## src/design/atdc_pkg.sv

```systemverilog
// constants, register map and encodings for the converter threshold detect control
package atdc_pkg;
    localparam int AXI_AW = 8;
    localparam int AXI_DW = 32;
    localparam int BUF_DEPTH = 16;
    localparam int BUF_AW = 4;
    localparam int RES_W = 12;
    localparam int MIRROR_OFS = 9;

    localparam logic [AXI_AW-1:0] OFS_CTRL_ONE_H = 8'h00;
    localparam logic [AXI_AW-1:0] OFS_CTRL_TWO_H = 8'h04;
    localparam logic [AXI_AW-1:0] OFS_CTRL_FIVE_L = 8'h08;
    localparam logic [AXI_AW-1:0] OFS_CTRL_FIVE_H = 8'h0c;
    localparam logic [AXI_AW-1:0] OFS_HIT_STAT = 8'h10;
    localparam logic [AXI_AW-1:0] OFS_HIT_MASK = 8'h14;
    localparam logic [AXI_AW-1:0] OFS_STATE = 8'h18;
    localparam logic [1:0] BUF_REGION = 2'h1;

    localparam int MOD_EN_BIT = 7;
    localparam int POS_REF_LSB = 6;
    localparam int NEG_REF_BIT = 5;
    localparam int OFFSET_CALIBRATION_BIT = 4;
    localparam int CHIDX_BIT = 3;
    localparam int SCAN_BIT = 2;
    localparam int CM_LSB = 0;
    localparam int WM_LSB = 2;
    localparam int SPLIT_BIT = 4;
    localparam int LP_EN_BIT = 6;

    localparam logic [7:0] CTRL_TWO_H_RST = 8'h00;
    localparam logic [7:0] CTRL_TWO_H_MASK = 8'hfc;

    localparam logic [1:0] POS_REF_ANALOG_SUPPLY = 2'h0;
    localparam logic [1:0] POS_REF_EXTERNAL = 2'h1;

    localparam logic [1:0] CM_LESS = 2'h0;
    localparam logic [1:0] CM_GREATER = 2'h1;
    localparam logic [1:0] CM_INSIDE = 2'h2;
    localparam logic [1:0] CM_OUTSIDE = 2'h3;

    localparam logic [1:0] WM_LEGACY = 2'h0;
    localparam logic [1:0] WM_CMP_STORE = 2'h1;
    localparam logic [1:0] WM_CMP_DISCARD = 2'h2;

    localparam logic [1:0] RESP_OKAY = 2'h0;
    localparam logic [1:0] RESP_SLVERR = 2'h2;

    typedef enum logic [1:0] {C_IDLE, C_LO, C_HI, C_EVAL} atdc_core_st_t;
endpackage : atdc_pkg

```

## src/design/atdc_ctrl.sv

```systemverilog
// threshold detect control: registers, comparison engine, buffer placement, low power
//
// Added by the designer: the address map and the AXI4-Lite interface to the registers.
`timescale 1ns/1ps
// Functional notes
// - positive reference: 00 supply, 01 external
// - bit 5 selects external negative reference
// - index enable: channel slot, else FIFO
// - scan bit steps inputs, else fixed
// - compares run in sleep; interrupt wakes
// - low-power enable returns to sleep after service
// - compare field picks one of four tests
// - write field: discard, store, or legacy
// - storing modes: indexed, FIFO or split FIFO
// - window mode pairs slot with mirrored slot
// - thresholds written only while module disabled
// - single threshold read from channel slot
// - window bounds: channel slot and mirror
// - code 01 greater, code 00 less
// - hit: mode 01 replaces, 10 discards
// - hit flag sticky until software clears
module atdc_ctrl
    import atdc_pkg::*;
#(
    parameter int NCH = 16
) (
    input wire logic clk_sys, // system clock
    input wire logic rst_n, // async reset, low
    input wire logic [atdc_pkg::AXI_AW-1:0] s_axi_awaddr, // write address
    input wire logic s_axi_awvalid, // write address valid
    output logic s_axi_awready, // write address ready
    input wire logic [atdc_pkg::AXI_DW-1:0] s_axi_wdata, // write data
    input wire logic [3:0] s_axi_wstrb, // byte enables
    input wire logic s_axi_wvalid, // write data valid
    output logic s_axi_wready, // write data ready
    output logic [1:0] s_axi_bresp, // write response
    output logic s_axi_bvalid, // write response valid
    input wire logic s_axi_bready, // write response ready
    input wire logic [atdc_pkg::AXI_AW-1:0] s_axi_araddr, // read address
    input wire logic s_axi_arvalid, // read address valid
    output logic s_axi_arready, // read address ready
    output logic [atdc_pkg::AXI_DW-1:0] s_axi_rdata, // read data
    output logic [1:0] s_axi_rresp, // read response
    output logic s_axi_rvalid, // read data valid
    input wire logic s_axi_rready, // read data ready
    input wire logic conv_valid, // converter core result offered
    input wire logic [atdc_pkg::BUF_AW-1:0] conv_chan, // converted channel
    input wire logic [atdc_pkg::RES_W-1:0] conv_data, // converted value
    output logic conv_ready, // result taken when high with valid, unless a bus buffer read starts that cycle
    output logic module_en, // converter module enable
    output logic [1:0] pos_ref_select, // positive reference choice
    output logic neg_ref_select, // external negative reference
    output logic offset_calibration, // offset calibration mode
    output logic sample_a_scan_en, // scan inputs in sample A
    input wire logic cpu_sleep_req, // device entering sleep/idle, async
    output logic low_power, // device held in low power
    output logic irq // level interrupt
);
    localparam int NLOW = BUF_DEPTH - MIRROR_OFS;

    // registers
    logic [7:0] ctrl1_r, ctrl1_nxt;
    logic [7:0] adc_control_two_high_r, ctrl2_nxt;
    logic [4:0] ctrl5l_r, ctrl5l_nxt;
    logic lp_en_r, lp_en_nxt;
    logic [NCH-1:0] hit_r, hit_nxt, mask_r, mask_nxt;

    // bus state
    logic aw_have_r, aw_have_nxt, w_have_r, w_have_nxt;
    logic [AXI_AW-1:0] awaddr_r, awaddr_nxt, araddr_r, araddr_nxt;
    logic [AXI_DW-1:0] wdata_r, wdata_nxt;
    logic [3:0] wstrb_r, wstrb_nxt;
    logic bvalid_r, bvalid_nxt, rvalid_r, rvalid_nxt;
    logic [1:0] bresp_r, bresp_nxt, rresp_r, rresp_nxt;
    logic [AXI_DW-1:0] rdata_r, rdata_nxt;
    logic ar_have_r, ar_have_nxt, rd_mem_r, rd_mem_nxt;

    // core state
    atdc_core_st_t st_r, st_nxt;
    logic [BUF_AW-1:0] chan_r, chan_nxt, fifo_ptr_r, fifo_ptr_nxt;
    logic [RES_W-1:0] data_r, data_nxt, lo_r, lo_nxt, hi_r, hi_nxt;
    logic conv_ready_r, conv_ready_nxt;

    // low power state
    logic sleep_s1_r, sleep_s2_r, sleep_d_r, lp_r, lp_nxt, woke_r, woke_nxt, irq_r;

    // memory ports
    logic mem_we, mem_re;
    logic [BUF_AW-1:0] mem_waddr, mem_raddr;
    logic [RES_W-1:0] mem_wdata, mem_rdata;

    atdc_buf_mem #(.W(RES_W), .DEPTH(BUF_DEPTH), .AW(BUF_AW)) u_buf (
        .clk_sys(clk_sys),
        .we(mem_we),
        .waddr(mem_waddr),
        .wdata(mem_wdata),
        .re(mem_re),
        .raddr(mem_raddr),
        .rdata(mem_rdata)
    );

    logic wr_go, wr_buf, rd_buf, core_en, window, hit, store, conv_take, bus_rd_go;
    logic [BUF_AW-1:0] mirror, store_slot, fifo_wrap;
    logic [1:0] cm, wm;

    always_comb begin
        core_en = ctrl1_r[MOD_EN_BIT];
        cm = ctrl5l_r[CM_LSB +: 2];
        wm = ctrl5l_r[WM_LSB +: 2];
        window = cm[1];
        mirror = chan_r + BUF_AW'(MIRROR_OFS);
        wr_go = aw_have_r && w_have_r && !bvalid_r;
        wr_buf = awaddr_r[AXI_AW-1 -: 2] == BUF_REGION;
        rd_buf = araddr_r[AXI_AW-1 -: 2] == BUF_REGION;
        // bus buffer reads take the port only while the engine is idle
        bus_rd_go = ar_have_r && !rvalid_r && !rd_mem_r && rd_buf && st_r == C_IDLE;
        conv_take = conv_valid && conv_ready_r && !bus_rd_go;
        // hit evaluation against the captured thresholds
        unique case (cm)
            CM_LESS: hit = data_r < lo_r;
            CM_GREATER: hit = data_r > lo_r;
            CM_INSIDE: hit = data_r > lo_r && data_r < hi_r;
            CM_OUTSIDE: hit = data_r < lo_r || data_r > hi_r;
        endcase
        // split FIFO keeps conversions in slots 0 to 6, below the mirror offset
        fifo_wrap = ctrl5l_r[SPLIT_BIT] ? BUF_AW'(NLOW - 1) : BUF_AW'(BUF_DEPTH - 1);
        store_slot = adc_control_two_high_r[CHIDX_BIT] ? chan_r : fifo_ptr_r;
        store = st_r == C_EVAL && core_en &&
                (wm == WM_LEGACY || (wm == WM_CMP_STORE && hit));
    end

    // memory port steering; bus writes and engine stores never overlap
    always_comb begin
        mem_we = 1'b0;
        mem_waddr = store_slot;
        mem_wdata = data_r;
        if (store) begin
            mem_we = 1'b1;
        end else if (wr_go && wr_buf && !core_en) begin
            mem_we = 1'b1;
            mem_waddr = awaddr_r[2 +: BUF_AW];
            mem_wdata = wdata_r[RES_W-1:0];
        end
        mem_re = 1'b0;
        mem_raddr = araddr_r[2 +: BUF_AW];
        if (bus_rd_go) begin
            mem_re = 1'b1;
        end else if (conv_take) begin
            mem_re = 1'b1;
            mem_raddr = conv_chan;
        end else if (st_r == C_LO && window) begin
            mem_re = 1'b1;
            mem_raddr = mirror;
        end
    end

    // comparison engine
    always_comb begin
        st_nxt = st_r;
        chan_nxt = chan_r;
        data_nxt = data_r;
        lo_nxt = lo_r;
        hi_nxt = hi_r;
        fifo_ptr_nxt = fifo_ptr_r;
        unique case (st_r)
            C_IDLE: begin
                if (conv_take) begin
                    chan_nxt = conv_chan;
                    data_nxt = conv_data;
                    st_nxt = wm == WM_LEGACY ? C_EVAL : C_LO;
                end
            end
            C_LO: begin
                lo_nxt = mem_rdata;
                st_nxt = window ? C_HI : C_EVAL;
            end
            C_HI: begin
                hi_nxt = mem_rdata;
                st_nxt = C_EVAL;
            end
            C_EVAL: begin
                st_nxt = C_IDLE;
                if (store && !adc_control_two_high_r[CHIDX_BIT]) begin
                    fifo_ptr_nxt = fifo_ptr_r == fifo_wrap ? '0 : fifo_ptr_r + 1'b1;
                end
            end
        endcase
        if (!core_en) begin
            fifo_ptr_nxt = '0;
        end
        // engine keeps running in sleep; only the module enable gates it
        conv_ready_nxt = core_en && st_nxt == C_IDLE;
    end

    // register file and bus slave
    always_comb begin
        ctrl1_nxt = ctrl1_r;
        ctrl2_nxt = adc_control_two_high_r;
        ctrl5l_nxt = ctrl5l_r;
        lp_en_nxt = lp_en_r;
        mask_nxt = mask_r;
        hit_nxt = hit_r;
        aw_have_nxt = aw_have_r;
        w_have_nxt = w_have_r;
        awaddr_nxt = awaddr_r;
        wdata_nxt = wdata_r;
        wstrb_nxt = wstrb_r;
        bvalid_nxt = bvalid_r && !s_axi_bready;
        bresp_nxt = bresp_r;
        ar_have_nxt = ar_have_r;
        araddr_nxt = araddr_r;
        rvalid_nxt = rvalid_r && !s_axi_rready;
        rresp_nxt = rresp_r;
        rdata_nxt = rdata_r;
        rd_mem_nxt = 1'b0;
        if (s_axi_awvalid && !aw_have_r) begin
            aw_have_nxt = 1'b1;
            awaddr_nxt = s_axi_awaddr;
        end
        if (s_axi_wvalid && !w_have_r) begin
            w_have_nxt = 1'b1;
            wdata_nxt = s_axi_wdata;
            wstrb_nxt = s_axi_wstrb;
        end
        if (wr_go) begin
            aw_have_nxt = 1'b0;
            w_have_nxt = 1'b0;
            bvalid_nxt = 1'b1;
            bresp_nxt = RESP_OKAY;
            if (wr_buf) begin
                if (core_en) begin
                    bresp_nxt = RESP_SLVERR;
                end
            end else if (wstrb_r[0]) begin
                unique case (awaddr_r)
                    OFS_CTRL_ONE_H: ctrl1_nxt[MOD_EN_BIT] = wdata_r[MOD_EN_BIT];
                    OFS_CTRL_TWO_H: ctrl2_nxt = wdata_r[7:0] & CTRL_TWO_H_MASK;
                    OFS_CTRL_FIVE_L: ctrl5l_nxt = wdata_r[4:0];
                    OFS_CTRL_FIVE_H: lp_en_nxt = wdata_r[LP_EN_BIT];
                    OFS_HIT_STAT: hit_nxt = hit_r & ~wdata_r[NCH-1:0];
                    OFS_HIT_MASK: mask_nxt = wdata_r[NCH-1:0];
                    OFS_STATE: ;
                    default: bresp_nxt = RESP_SLVERR;
                endcase
            end
        end
        // set wins over a same-cycle clear
        if (st_r == C_EVAL && wm != WM_LEGACY && hit && NCH'(chan_r) < NCH) begin
            hit_nxt[chan_r] = 1'b1;
        end
        if (s_axi_arvalid && !ar_have_r) begin
            ar_have_nxt = 1'b1;
            araddr_nxt = s_axi_araddr;
        end
        if (rd_mem_r) begin
            rdata_nxt = AXI_DW'(mem_rdata);
            rresp_nxt = RESP_OKAY;
            rvalid_nxt = 1'b1;
            ar_have_nxt = 1'b0;
        end else if (ar_have_r && !rvalid_r && !rd_buf) begin
            rvalid_nxt = 1'b1;
            ar_have_nxt = 1'b0;
            rresp_nxt = RESP_OKAY;
            rdata_nxt = '0;
            unique case (araddr_r)
                OFS_CTRL_ONE_H: rdata_nxt[7:0] = ctrl1_r;
                OFS_CTRL_TWO_H: rdata_nxt[7:0] = adc_control_two_high_r;
                OFS_CTRL_FIVE_L: rdata_nxt[4:0] = ctrl5l_r;
                OFS_CTRL_FIVE_H: rdata_nxt[LP_EN_BIT] = lp_en_r;
                OFS_HIT_STAT: rdata_nxt[NCH-1:0] = hit_r;
                OFS_HIT_MASK: rdata_nxt[NCH-1:0] = mask_r;
                OFS_STATE: rdata_nxt[7:0] = {lp_r, st_r != C_IDLE, 2'h0, fifo_ptr_r};
                default: rresp_nxt = RESP_SLVERR;
            endcase
        end
        if (bus_rd_go) begin
            rd_mem_nxt = 1'b1;
        end
    end

    // low power: wake on interrupt, fall back once it is serviced
    always_comb begin
        lp_nxt = lp_r;
        woke_nxt = woke_r;
        if (lp_r && irq_r) begin
            lp_nxt = 1'b0;
            woke_nxt = 1'b1;
        end else if (woke_r && !irq_r) begin
            lp_nxt = lp_en_r;
            woke_nxt = 1'b0;
        end else if (sleep_s2_r && !sleep_d_r) begin
            lp_nxt = 1'b1;
        end
    end

    always_ff @(posedge clk_sys or negedge rst_n) begin
        if (!rst_n) begin
            ctrl1_r <= '0;
            adc_control_two_high_r <= CTRL_TWO_H_RST;
            ctrl5l_r <= '0;
            lp_en_r <= 1'b0;
            hit_r <= '0;
            mask_r <= '0;
            aw_have_r <= 1'b0;
            w_have_r <= 1'b0;
            awaddr_r <= '0;
            wdata_r <= '0;
            wstrb_r <= '0;
            bvalid_r <= 1'b0;
            bresp_r <= RESP_OKAY;
            ar_have_r <= 1'b0;
            araddr_r <= '0;
            rvalid_r <= 1'b0;
            rresp_r <= RESP_OKAY;
            rdata_r <= '0;
            rd_mem_r <= 1'b0;
            st_r <= C_IDLE;
            chan_r <= '0;
            data_r <= '0;
            lo_r <= '0;
            hi_r <= '0;
            fifo_ptr_r <= '0;
            conv_ready_r <= 1'b0;
            sleep_s1_r <= 1'b0;
            sleep_s2_r <= 1'b0;
            sleep_d_r <= 1'b0;
            lp_r <= 1'b0;
            woke_r <= 1'b0;
            irq_r <= 1'b0;
            s_axi_awready <= 1'b1;
            s_axi_wready <= 1'b1;
            s_axi_arready <= 1'b1;
        end else begin
            ctrl1_r <= ctrl1_nxt;
            adc_control_two_high_r <= ctrl2_nxt;
            ctrl5l_r <= ctrl5l_nxt;
            lp_en_r <= lp_en_nxt;
            hit_r <= hit_nxt;
            mask_r <= mask_nxt;
            aw_have_r <= aw_have_nxt;
            w_have_r <= w_have_nxt;
            awaddr_r <= awaddr_nxt;
            wdata_r <= wdata_nxt;
            wstrb_r <= wstrb_nxt;
            bvalid_r <= bvalid_nxt;
            bresp_r <= bresp_nxt;
            ar_have_r <= ar_have_nxt;
            araddr_r <= araddr_nxt;
            rvalid_r <= rvalid_nxt;
            rresp_r <= rresp_nxt;
            rdata_r <= rdata_nxt;
            rd_mem_r <= rd_mem_nxt;
            st_r <= st_nxt;
            chan_r <= chan_nxt;
            data_r <= data_nxt;
            lo_r <= lo_nxt;
            hi_r <= hi_nxt;
            fifo_ptr_r <= fifo_ptr_nxt;
            conv_ready_r <= conv_ready_nxt;
            sleep_s1_r <= cpu_sleep_req;
            sleep_s2_r <= sleep_s1_r;
            sleep_d_r <= sleep_s2_r;
            lp_r <= lp_nxt;
            woke_r <= woke_nxt;
            irq_r <= |(hit_nxt & mask_nxt);
            s_axi_awready <= !aw_have_nxt;
            s_axi_wready <= !w_have_nxt;
            s_axi_arready <= !ar_have_nxt;
        end
    end

    assign s_axi_bvalid = bvalid_r;
    assign s_axi_bresp = bresp_r;
    assign s_axi_rvalid = rvalid_r;
    assign s_axi_rresp = rresp_r;
    assign s_axi_rdata = rdata_r;
    assign conv_ready = conv_ready_r;
    assign module_en = ctrl1_r[MOD_EN_BIT];
    assign pos_ref_select = adc_control_two_high_r[POS_REF_LSB +: 2];
    assign neg_ref_select = adc_control_two_high_r[NEG_REF_BIT];
    assign offset_calibration = adc_control_two_high_r[OFFSET_CALIBRATION_BIT];
    assign sample_a_scan_en = adc_control_two_high_r[SCAN_BIT];
    assign low_power = lp_r;
    assign irq = irq_r;
endmodule : atdc_ctrl

```

## src/design/atdc_buf_mem.sv

```systemverilog
// results buffer: one write port, one read port with registered read data
`timescale 1ns/1ps
module atdc_buf_mem #(
    parameter int W = 12,
    parameter int DEPTH = 16,
    parameter int AW = 4
) (
    input wire logic clk_sys, // system clock
    input wire logic we, // write strobe
    input wire logic [AW-1:0] waddr, // write slot
    input wire logic [W-1:0] wdata, // write value
    input wire logic re, // read strobe
    input wire logic [AW-1:0] raddr, // read slot
    output logic [W-1:0] rdata // read value, one cycle after re
);
    logic [W-1:0] mem [DEPTH];

    // no reset on storage: thresholds are always loaded by software first
    always_ff @(posedge clk_sys) begin
        if (we) begin
            mem[waddr] <= wdata;
        end
        if (re) begin
            rdata <= mem[raddr];
        end
    end
endmodule : atdc_buf_mem

```

## config.mk

```make
export PLATFORM = sky130hd
export DESIGN_NAME = atdc_ctrl
export DESIGN_NICKNAME = d
export VERILOG_FILES = /design/src/design/atdc_pkg.sv /design/src/design/atdc_ctrl.sv /design/src/design/atdc_buf_mem.sv
export SDC_FILE = /design/constraint.sdc
export NUM_CORES = 1
export LEC_CHECK = 0
export BUFFER_PORTS_ARGS = -buffer_cell sky130_fd_sc_hd__buf_2
export CAP_MARGIN = 20
export CORE_MARGIN = 2
export CORE_UTILIZATION = 55
export CTS_BUF_LIST = sky130_fd_sc_hd__clkbuf_4
export CTS_CLUSTER_DIAMETER = 30
export CTS_CLUSTER_SIZE = 10
export DETAILED_ROUTE_END_ITERATION = 10
export GPL_TIMING_DRIVEN = 0
export PLACE_DENSITY = 0.77
export SLEW_MARGIN = 20
export SYNTH_ARGS = -nofsm -noshare
export SYNTH_HDL_FRONTEND = slang
export SYNTH_SLANG_ARGS = --single-unit
```

## constraint.sdc

```tcl
create_clock -name clk_sys -period 4.8 [get_ports clk_sys]
set_clock_uncertainty 0.15 [all_clocks]
set_input_delay 0.48 -clock clk_sys [delete_from_list [all_inputs] [get_ports clk_sys]]
set_output_delay 0.48 -clock clk_sys [all_outputs]
set_load 0.02 [all_outputs]
```

**After elaboration in Yosys (flattened, before gate mapping)**

Memory sizes are Yosys's and may differ from the RTL's. A register that Yosys moved wholly into a read port is not among the register bits.
Cells that the tools add are included.

- Bits in registers: 176
- RAM bits: 192
- Input bits: 77
- Output and inout port bits: 50
- Memories kept: 1

Memory list:

| memory | words | bits a word | read ports | clocked after Yosys merged registers in | wr ports | RTL line | text |
|---|---|---|---|---|---|---|---|
| u_buf.mem | 16 | 12 | 1 | 1 | 1 | atdc_buf_mem.sv:16 | `logic [W-1:0] mem [DEPTH];` |

- Add/sub/neg operators: 2
- $lt $le $gt $ge: 6
- Equal/unequal tests: 24
- Muxes and demuxes: 66
- Bitwise logic cells: 5
- Reductions and logical operators: 68

Operators by type and width:

| cell | number |
|---|---|
| 2-to-1 mux 16 bit | 9 |
| 2-to-1 mux 32 bit | 2 |
| equality test 8 x 5 -> 1 bit (second input constant) | 6 |
| 2-to-1 mux 4 bit | 11 |
| bitwise AND 16 bit | 2 |
| equality test 8 x 4 -> 1 bit (second input constant) | 4 |
| logical AND 1 bit | 29 |
| 2-to-1 mux 1 bit | 25 |
| case mux 5 bit (5 select lines) | 1 |
| > comparator 12 bit | 2 |
| less-than comparator 12 bit | 2 |
| 2-to-1 mux 12 bit | 2 |
| 2-to-1 mux 2 bit | 9 |
| zero test 1 bit | 17 |
| equality test 8 x 3 -> 1 bit (second input constant) | 2 |
| zero test 8 bit | 2 |
| inverter 16 bit | 1 |
| bitwise OR 16 bit | 1 |
| case mux 8 bit (2 select lines) | 1 |
| AND reduction 4 bit | 4 |
| OR reduction 16 bit | 1 |
| OR reduction 7 bit | 2 |
| equality test 2 x 1 -> 1 bit (second input constant) | 5 |
| case mux 1 bit (5 select lines) | 2 |
| 17 further kinds | 29 |

**Longest topological paths before layout**

- Depth after elaboration: 11
- Mapped depth: 14
- Depth with buffers taken out: 10

**Hierarchy**

From an unflattened synthesis, not the netlist that was laid out.

- Cell total of the unflattened synthesis: 1098
- Area total of the unflattened synthesis: 15783.9 um^2

By module, submodules not included:

| module | times used | cells each | area an instance (um^2) |
|---|---|---|---|
| atdc_ctrl | 1 | 769 | 8064.0 |
| atdc_buf_mem | 1 | 329 | 7719.9 |

**Least setup slack after synthesis**

Ideal clock, no wire load.

- Path type: reg-to-reg
- Start point: register data_r[9]
- End point: memory u_buf.mem[15][0] (enable)
- Library setup time: 412 ps
- Arrival time: 3617 ps
- Data required time: 4238 ps
- Setup slack: 620 ps
- Cell stages (with the launch flop): 11
- Clock period less this slack: 4180 ps
- Cell sequence: dfrtp_1 ha_1 a21o_1 a21oi_1 nor2b_1 a2111oi_2 and4_1 nor3_1 o31a_1 clkbuf_1 nor4_1

- Cells in the longest elaborated chain, start to end: 9
- Elaborated cells between the ends (all ways): 14
- Classes of those cells: order compare: 4; mux: 5; reduce/logical: 5

Ends and longest elaborated chain:

| item | RTL line | text |
|---|---|---|
| start, declared | atdc_ctrl.sv:81 | `logic [RES_W-1:0] data_r, data_nxt, lo_r, lo_nxt, hi_r, hi_nxt;` |
| start signal, assigned | atdc_ctrl.sv:355 | `data_r <= data_nxt;` |
| less-than comparator 12 bit, or another cell as far along | atdc_ctrl.sv:120, atdc_ctrl.sv:123 |  |
| logical OR 1 bit or logical AND 1 bit (tied branches) | atdc_ctrl.sv:123, atdc_ctrl.sv:122 |  |
| case mux 1 bit (4 select lines) (*) | atdc_ctrl.sv:119 | `unique case (cm)` |
| logical AND 1 bit (*) | atdc_ctrl.sv:129 | `(wm == WM_LEGACY \|\| (wm == WM_CMP_STORE && hit));` |
| logical OR 1 bit (*) | atdc_ctrl.sv:129 |  |
| logical AND 1 bit (*) | atdc_ctrl.sv:128 | `store = st_r == C_EVAL && core_en &&` |
| 2-to-1 mux 1 bit | atdc_ctrl.sv:137 | `if (store) begin` |
| 2-to-1 mux 1 bit | atdc_buf_mem.sv:20 | `if (we) begin` |
| 2-to-1 mux 1 bit (not written as such) | atdc_buf_mem.sv:21 | `mem[waddr] <= wdata;` |
| end, declared | atdc_buf_mem.sv:16 |  |

Every way passes the cells marked *; elsewhere a longest branch is shown, timed or not.

**Worst setup path in the final report**

- Start point: register data_r[5]
- End point: memory u_buf.mem[8][10] (enable)

The elaborated chain is that of the path after synthesis.

==> impl_metrics.json <==
{
  "status": "complete, no violations",
  "grt_pass1_wl_um": 63020,
  "drtPass1Iterations": 5,
  "final_area_um2": 18910,
  "clk_path_buf_depth": 3,
  "cpPeakStageDelay_ns": 0.55,
  "synth_ff_type": "edfxtp_1",
  "place_ws_ns": 0.4446,
  "slew_violations": 0,
  "p_total_mw": 9.909,
  "fmax_mhz": 230.7,
  "synth_top_area_cell": "edfxtp_1",
  "worst_pin_slew_ns": 0.9496,
  "die_h_um": 174.4,
  "finalSetupViolCount": 0,
  "cts_tree": "done",
  "r2r_setup_slack_ns": 0.47,
  "fin_ws_ns": 0.4662,
  "finalNetCount": 1601,
  "clock-root-buffer": "clkbuf_4",
  "synth_edf_count": 204,
  "drt-total-wl_um": 40280,
  "htreeDepth": 3,
  "drt_iter0_drc": 1206,
  "synth_cell_types": 67,
  "crit_family": "simple AND/OR/NAND/NOR gates",
  "ys_seq_elements": 362,
  "p_leak_nw": 7.748,
  "async_reset_ff_share_pct": 43.65,
  "crit_start": "data_r[5]$_DFFE_PN0P_",
  "p_per_area_nw_per_um2": 523.9,
  "cp-end-kind": "flip-flop",
  "initial_core_util_pct": 55.76,
  "die-area_um2": 30400,
  "post_dp_cell_area_um2": 17240,
  "syn2layout_area_growth_pct": 18.49,
  "crit_cells": 12,
  "num_rows": 62,
  "wl_per_cell_um": 20.85,
  "layout_commonest_cell": "edfxtp_1",
  "synth_area_leaders": "edfxtp_1 38%, dfrtp_1 24%, mux2_2 6.2%, nand2_1 4.5%, mux4_2 3.4%",
  "cts_num_sinks": 362,
  "maxCapViolCount": 0,
  "post-cts-setup-buffer-count": 0,
  "clkLatencyLatePin_ns": 0.74,
  "cp_max_fo": 10,
  "hold_violations": 0,
  "cp_num_buf_inv": 3,
  "reg2reg_depth": 12,
  "fin_crit_sh_pct": 90.29,
  "numCtsBuffers": 70,
  "grt_pass1_vias": 11290,
  "grt_start_max_net_pins": 103,
  "r2r_start": "data_r[5]$_DFFE_PN0P_",
  "period_needed_ns": 4.334,
  "drive_above_1_share_pct": 26.44,
  "yosysWarnings": 0,
  "synth_top_area_share_pct": 38.38,
  "cp_slowest_cell": "clkbuf_1",
  "grt_antenna_before_repair": 1,
  "holdBufCountCts": 56,
  "cts.reportedPaths.clkPinSlew_ns": 0.10,
  "slew_headroom_pct": 36.27,
  "post_synth.cell_area_avg_um2": 12.96,
  "gp_congestion": 0.9683,
  "layout_common_cells": "204 x edfxtp_1, 190 x nand2_1, 155 x dfrtp_1",
  "seq_area_frac_synth_pct": 63.17,
  "synth_area_um2": 15960,
  "crit_type": "flip-flop to flip-flop",
  "max-vdd-ir-drop_mv": 0.3356,
  "arrival_ns": 4.64,
  "required_ns": 5.10,
  "grt_setup_unrepaired": "no",
  "drc": 0,
  "top_level_ports": 127,
  "worstPathCellList": "ha_1 -> a21o_1 -> nand3_1 -> a21oi_1 -> or3_1 -> and4_1 -> nor3_1 -> o31a_1 -> clkbuf_1 -> nor4_2 -> buf_2 -> buf_2",
  "hpwl_um": 28520,
  "port_buffers": 89,
  "grt.total_usage_pct": 27.16,
  "hold_path_class": "input pin to async pin",
  "rr_endpoint": "u_buf.mem[8][10]$_DFFE_PP_",
  "core-area_um2": 28630,
  "nFillCells": 2082,
  "antenna_left": 0,
  "vias_per_cell": 5.798,
  "tns_ns": 0,
  "synthCells": 1232,
  "post_cts_resized": 0,
  "overflow": 0,
  "die_w_um": 174.4,
  "vias": 11200,
  "cpMostUsedCell": "buf_2",
  "critPathLaunchType": "flip-flop"
}
routing by layer:
| layer | vias to the layer above | GRT usage [%] | share of wire [%] | routed length [um] |
|---|---|---|---|---|
| li1 | 5089 | - | - | - |
| met4 | 0 | 9.944 | 3.0 | 1218 |
| met5 | - | 0 | 0 | 0 |
| met1 | 5469 | 37.73 | 42 | 16910 |
| met2 | 549 | 42.39 | 46 | 18610 |
| met3 | 95 | 6.102 | 8.8 | 3541 |
cells in the mapped netlist (4+ instances only):
cell       number
nand3b_1        4
a22o_1         11
ha_1           33
buf_6           6
inv_1          44
nand4_1        18
mux2i_1        29
a31oi_1         6
nor4_1         11
buf_2           9
a21oi_1        39
nor3_1         24
o21ai_0        65
nand2b_1        9
buf_4          22
o2111ai_1       4
edfxtp_1      204
clkbuf_1       35
a22oi_1        12
nor2b_1        12
nor3b_1         5
nand2_1       190
a21o_1          6
a221oi_1        5
dfrtp_1       155
nor2_1         23
and3_1          4
o211ai_1        4
mux4_2         24
mux2_2         88
nand3_1        74
how the worst max path moves through the flow:
stage	end	slack [ns]
after floorplan	u_buf.mem[15][0]$_DFFE_PP_	0.62
after global placement	u_buf.mem[13][9]$_DFFE_PP_	-0.63
after detailed placement	u_buf.mem[7][9]$_DFFE_PP_	0.44
after CTS	u_buf.mem[7][9]$_DFFE_PP_	0.46
after global routing	u_buf.mem[8][9]$_DFFE_PP_	0.22
final	u_buf.mem[8][10]$_DFFE_PP_	0.47
power breakdown:
group | internal [mW] | switching [mW] | leakage [nW]
clock | 1.35 | 1.28 | 0.605
sequential | 3.85 | 0.418 | 3.98
combinational | 1.13 | 1.88 | 3.16
total | 6.33 | 3.58 | 7.75
worst register-to-register path, delay by kind of cell, from the launching register on:
family          cells  cell delay [ns]
simple gates        5             1.40
buf+inv             3             0.97
compound gates      3             0.71
flops               1             0.49
fa+ha+maj           1             0.36
through the flow:
step                      cells  util [%]  hold slack (ns)
after CTS                  1931     66.06           0.1332
after detailed placement   1747     60.22           0.1863
after floorplan            1249         -          0.03441
after global routing       1932     66.07           0.1665
after global placement     1722     59.22           0.1824
final                      1932     66.07           0.1533
state kept, by name (all words and copies together) (netlist names), 2 cells and up:
| signal | count |
|---|---|
| adc_control_two_high_r | 6 |
| araddr_r | 8 |
| st_r | 2 |
| chan_r | 4 |
| hit_r | 16 |
| data_r | 12 |
| awaddr_r | 8 |
| mask_r | 16 |
| wdata_r | 16 |
| hi_r | 12 |
| u_buf.rdata | 12 |
| lo_r | 12 |
| s_axi_rdata | 16 |
| ctrl5l_r | 5 |
| fifo_ptr_r | 4 |
| u_buf.mem | 192 |
final cells by class:
class,count,area [um^2],share of cell area (%)
Antenna cell,1,2.502,0.01323
Buffer,74,417.9,2.210
Clock buffer,80,600.6,3.175
Clock inverter,48,510.5,2.699
Inverter,44,165.2,0.8732
Multi-Input combinational cell,769,5449,28.81
Sequential cell,362,10080,53.31
Tap cell,384,480.5,2.540
Timing Repair Buffer,170,1204,6.364
cell families after synthesis:
logic type | Yosys count | share of synthesized area [%]
XOR/XNOR | 2 | 0.1098
buffers and inverters | 118 | 3.653
multiplexers | 142 | 11.48
AO/OA/AOI/OAI | 179 | 7.227
other | 1 | 0.02349
adder cells (fa/ha/maj) | 33 | 2.587
AND/OR/NAND/NOR | 395 | 11.74
flip-flops | 362 | 63.17
(Power assumes the default switching activity.)
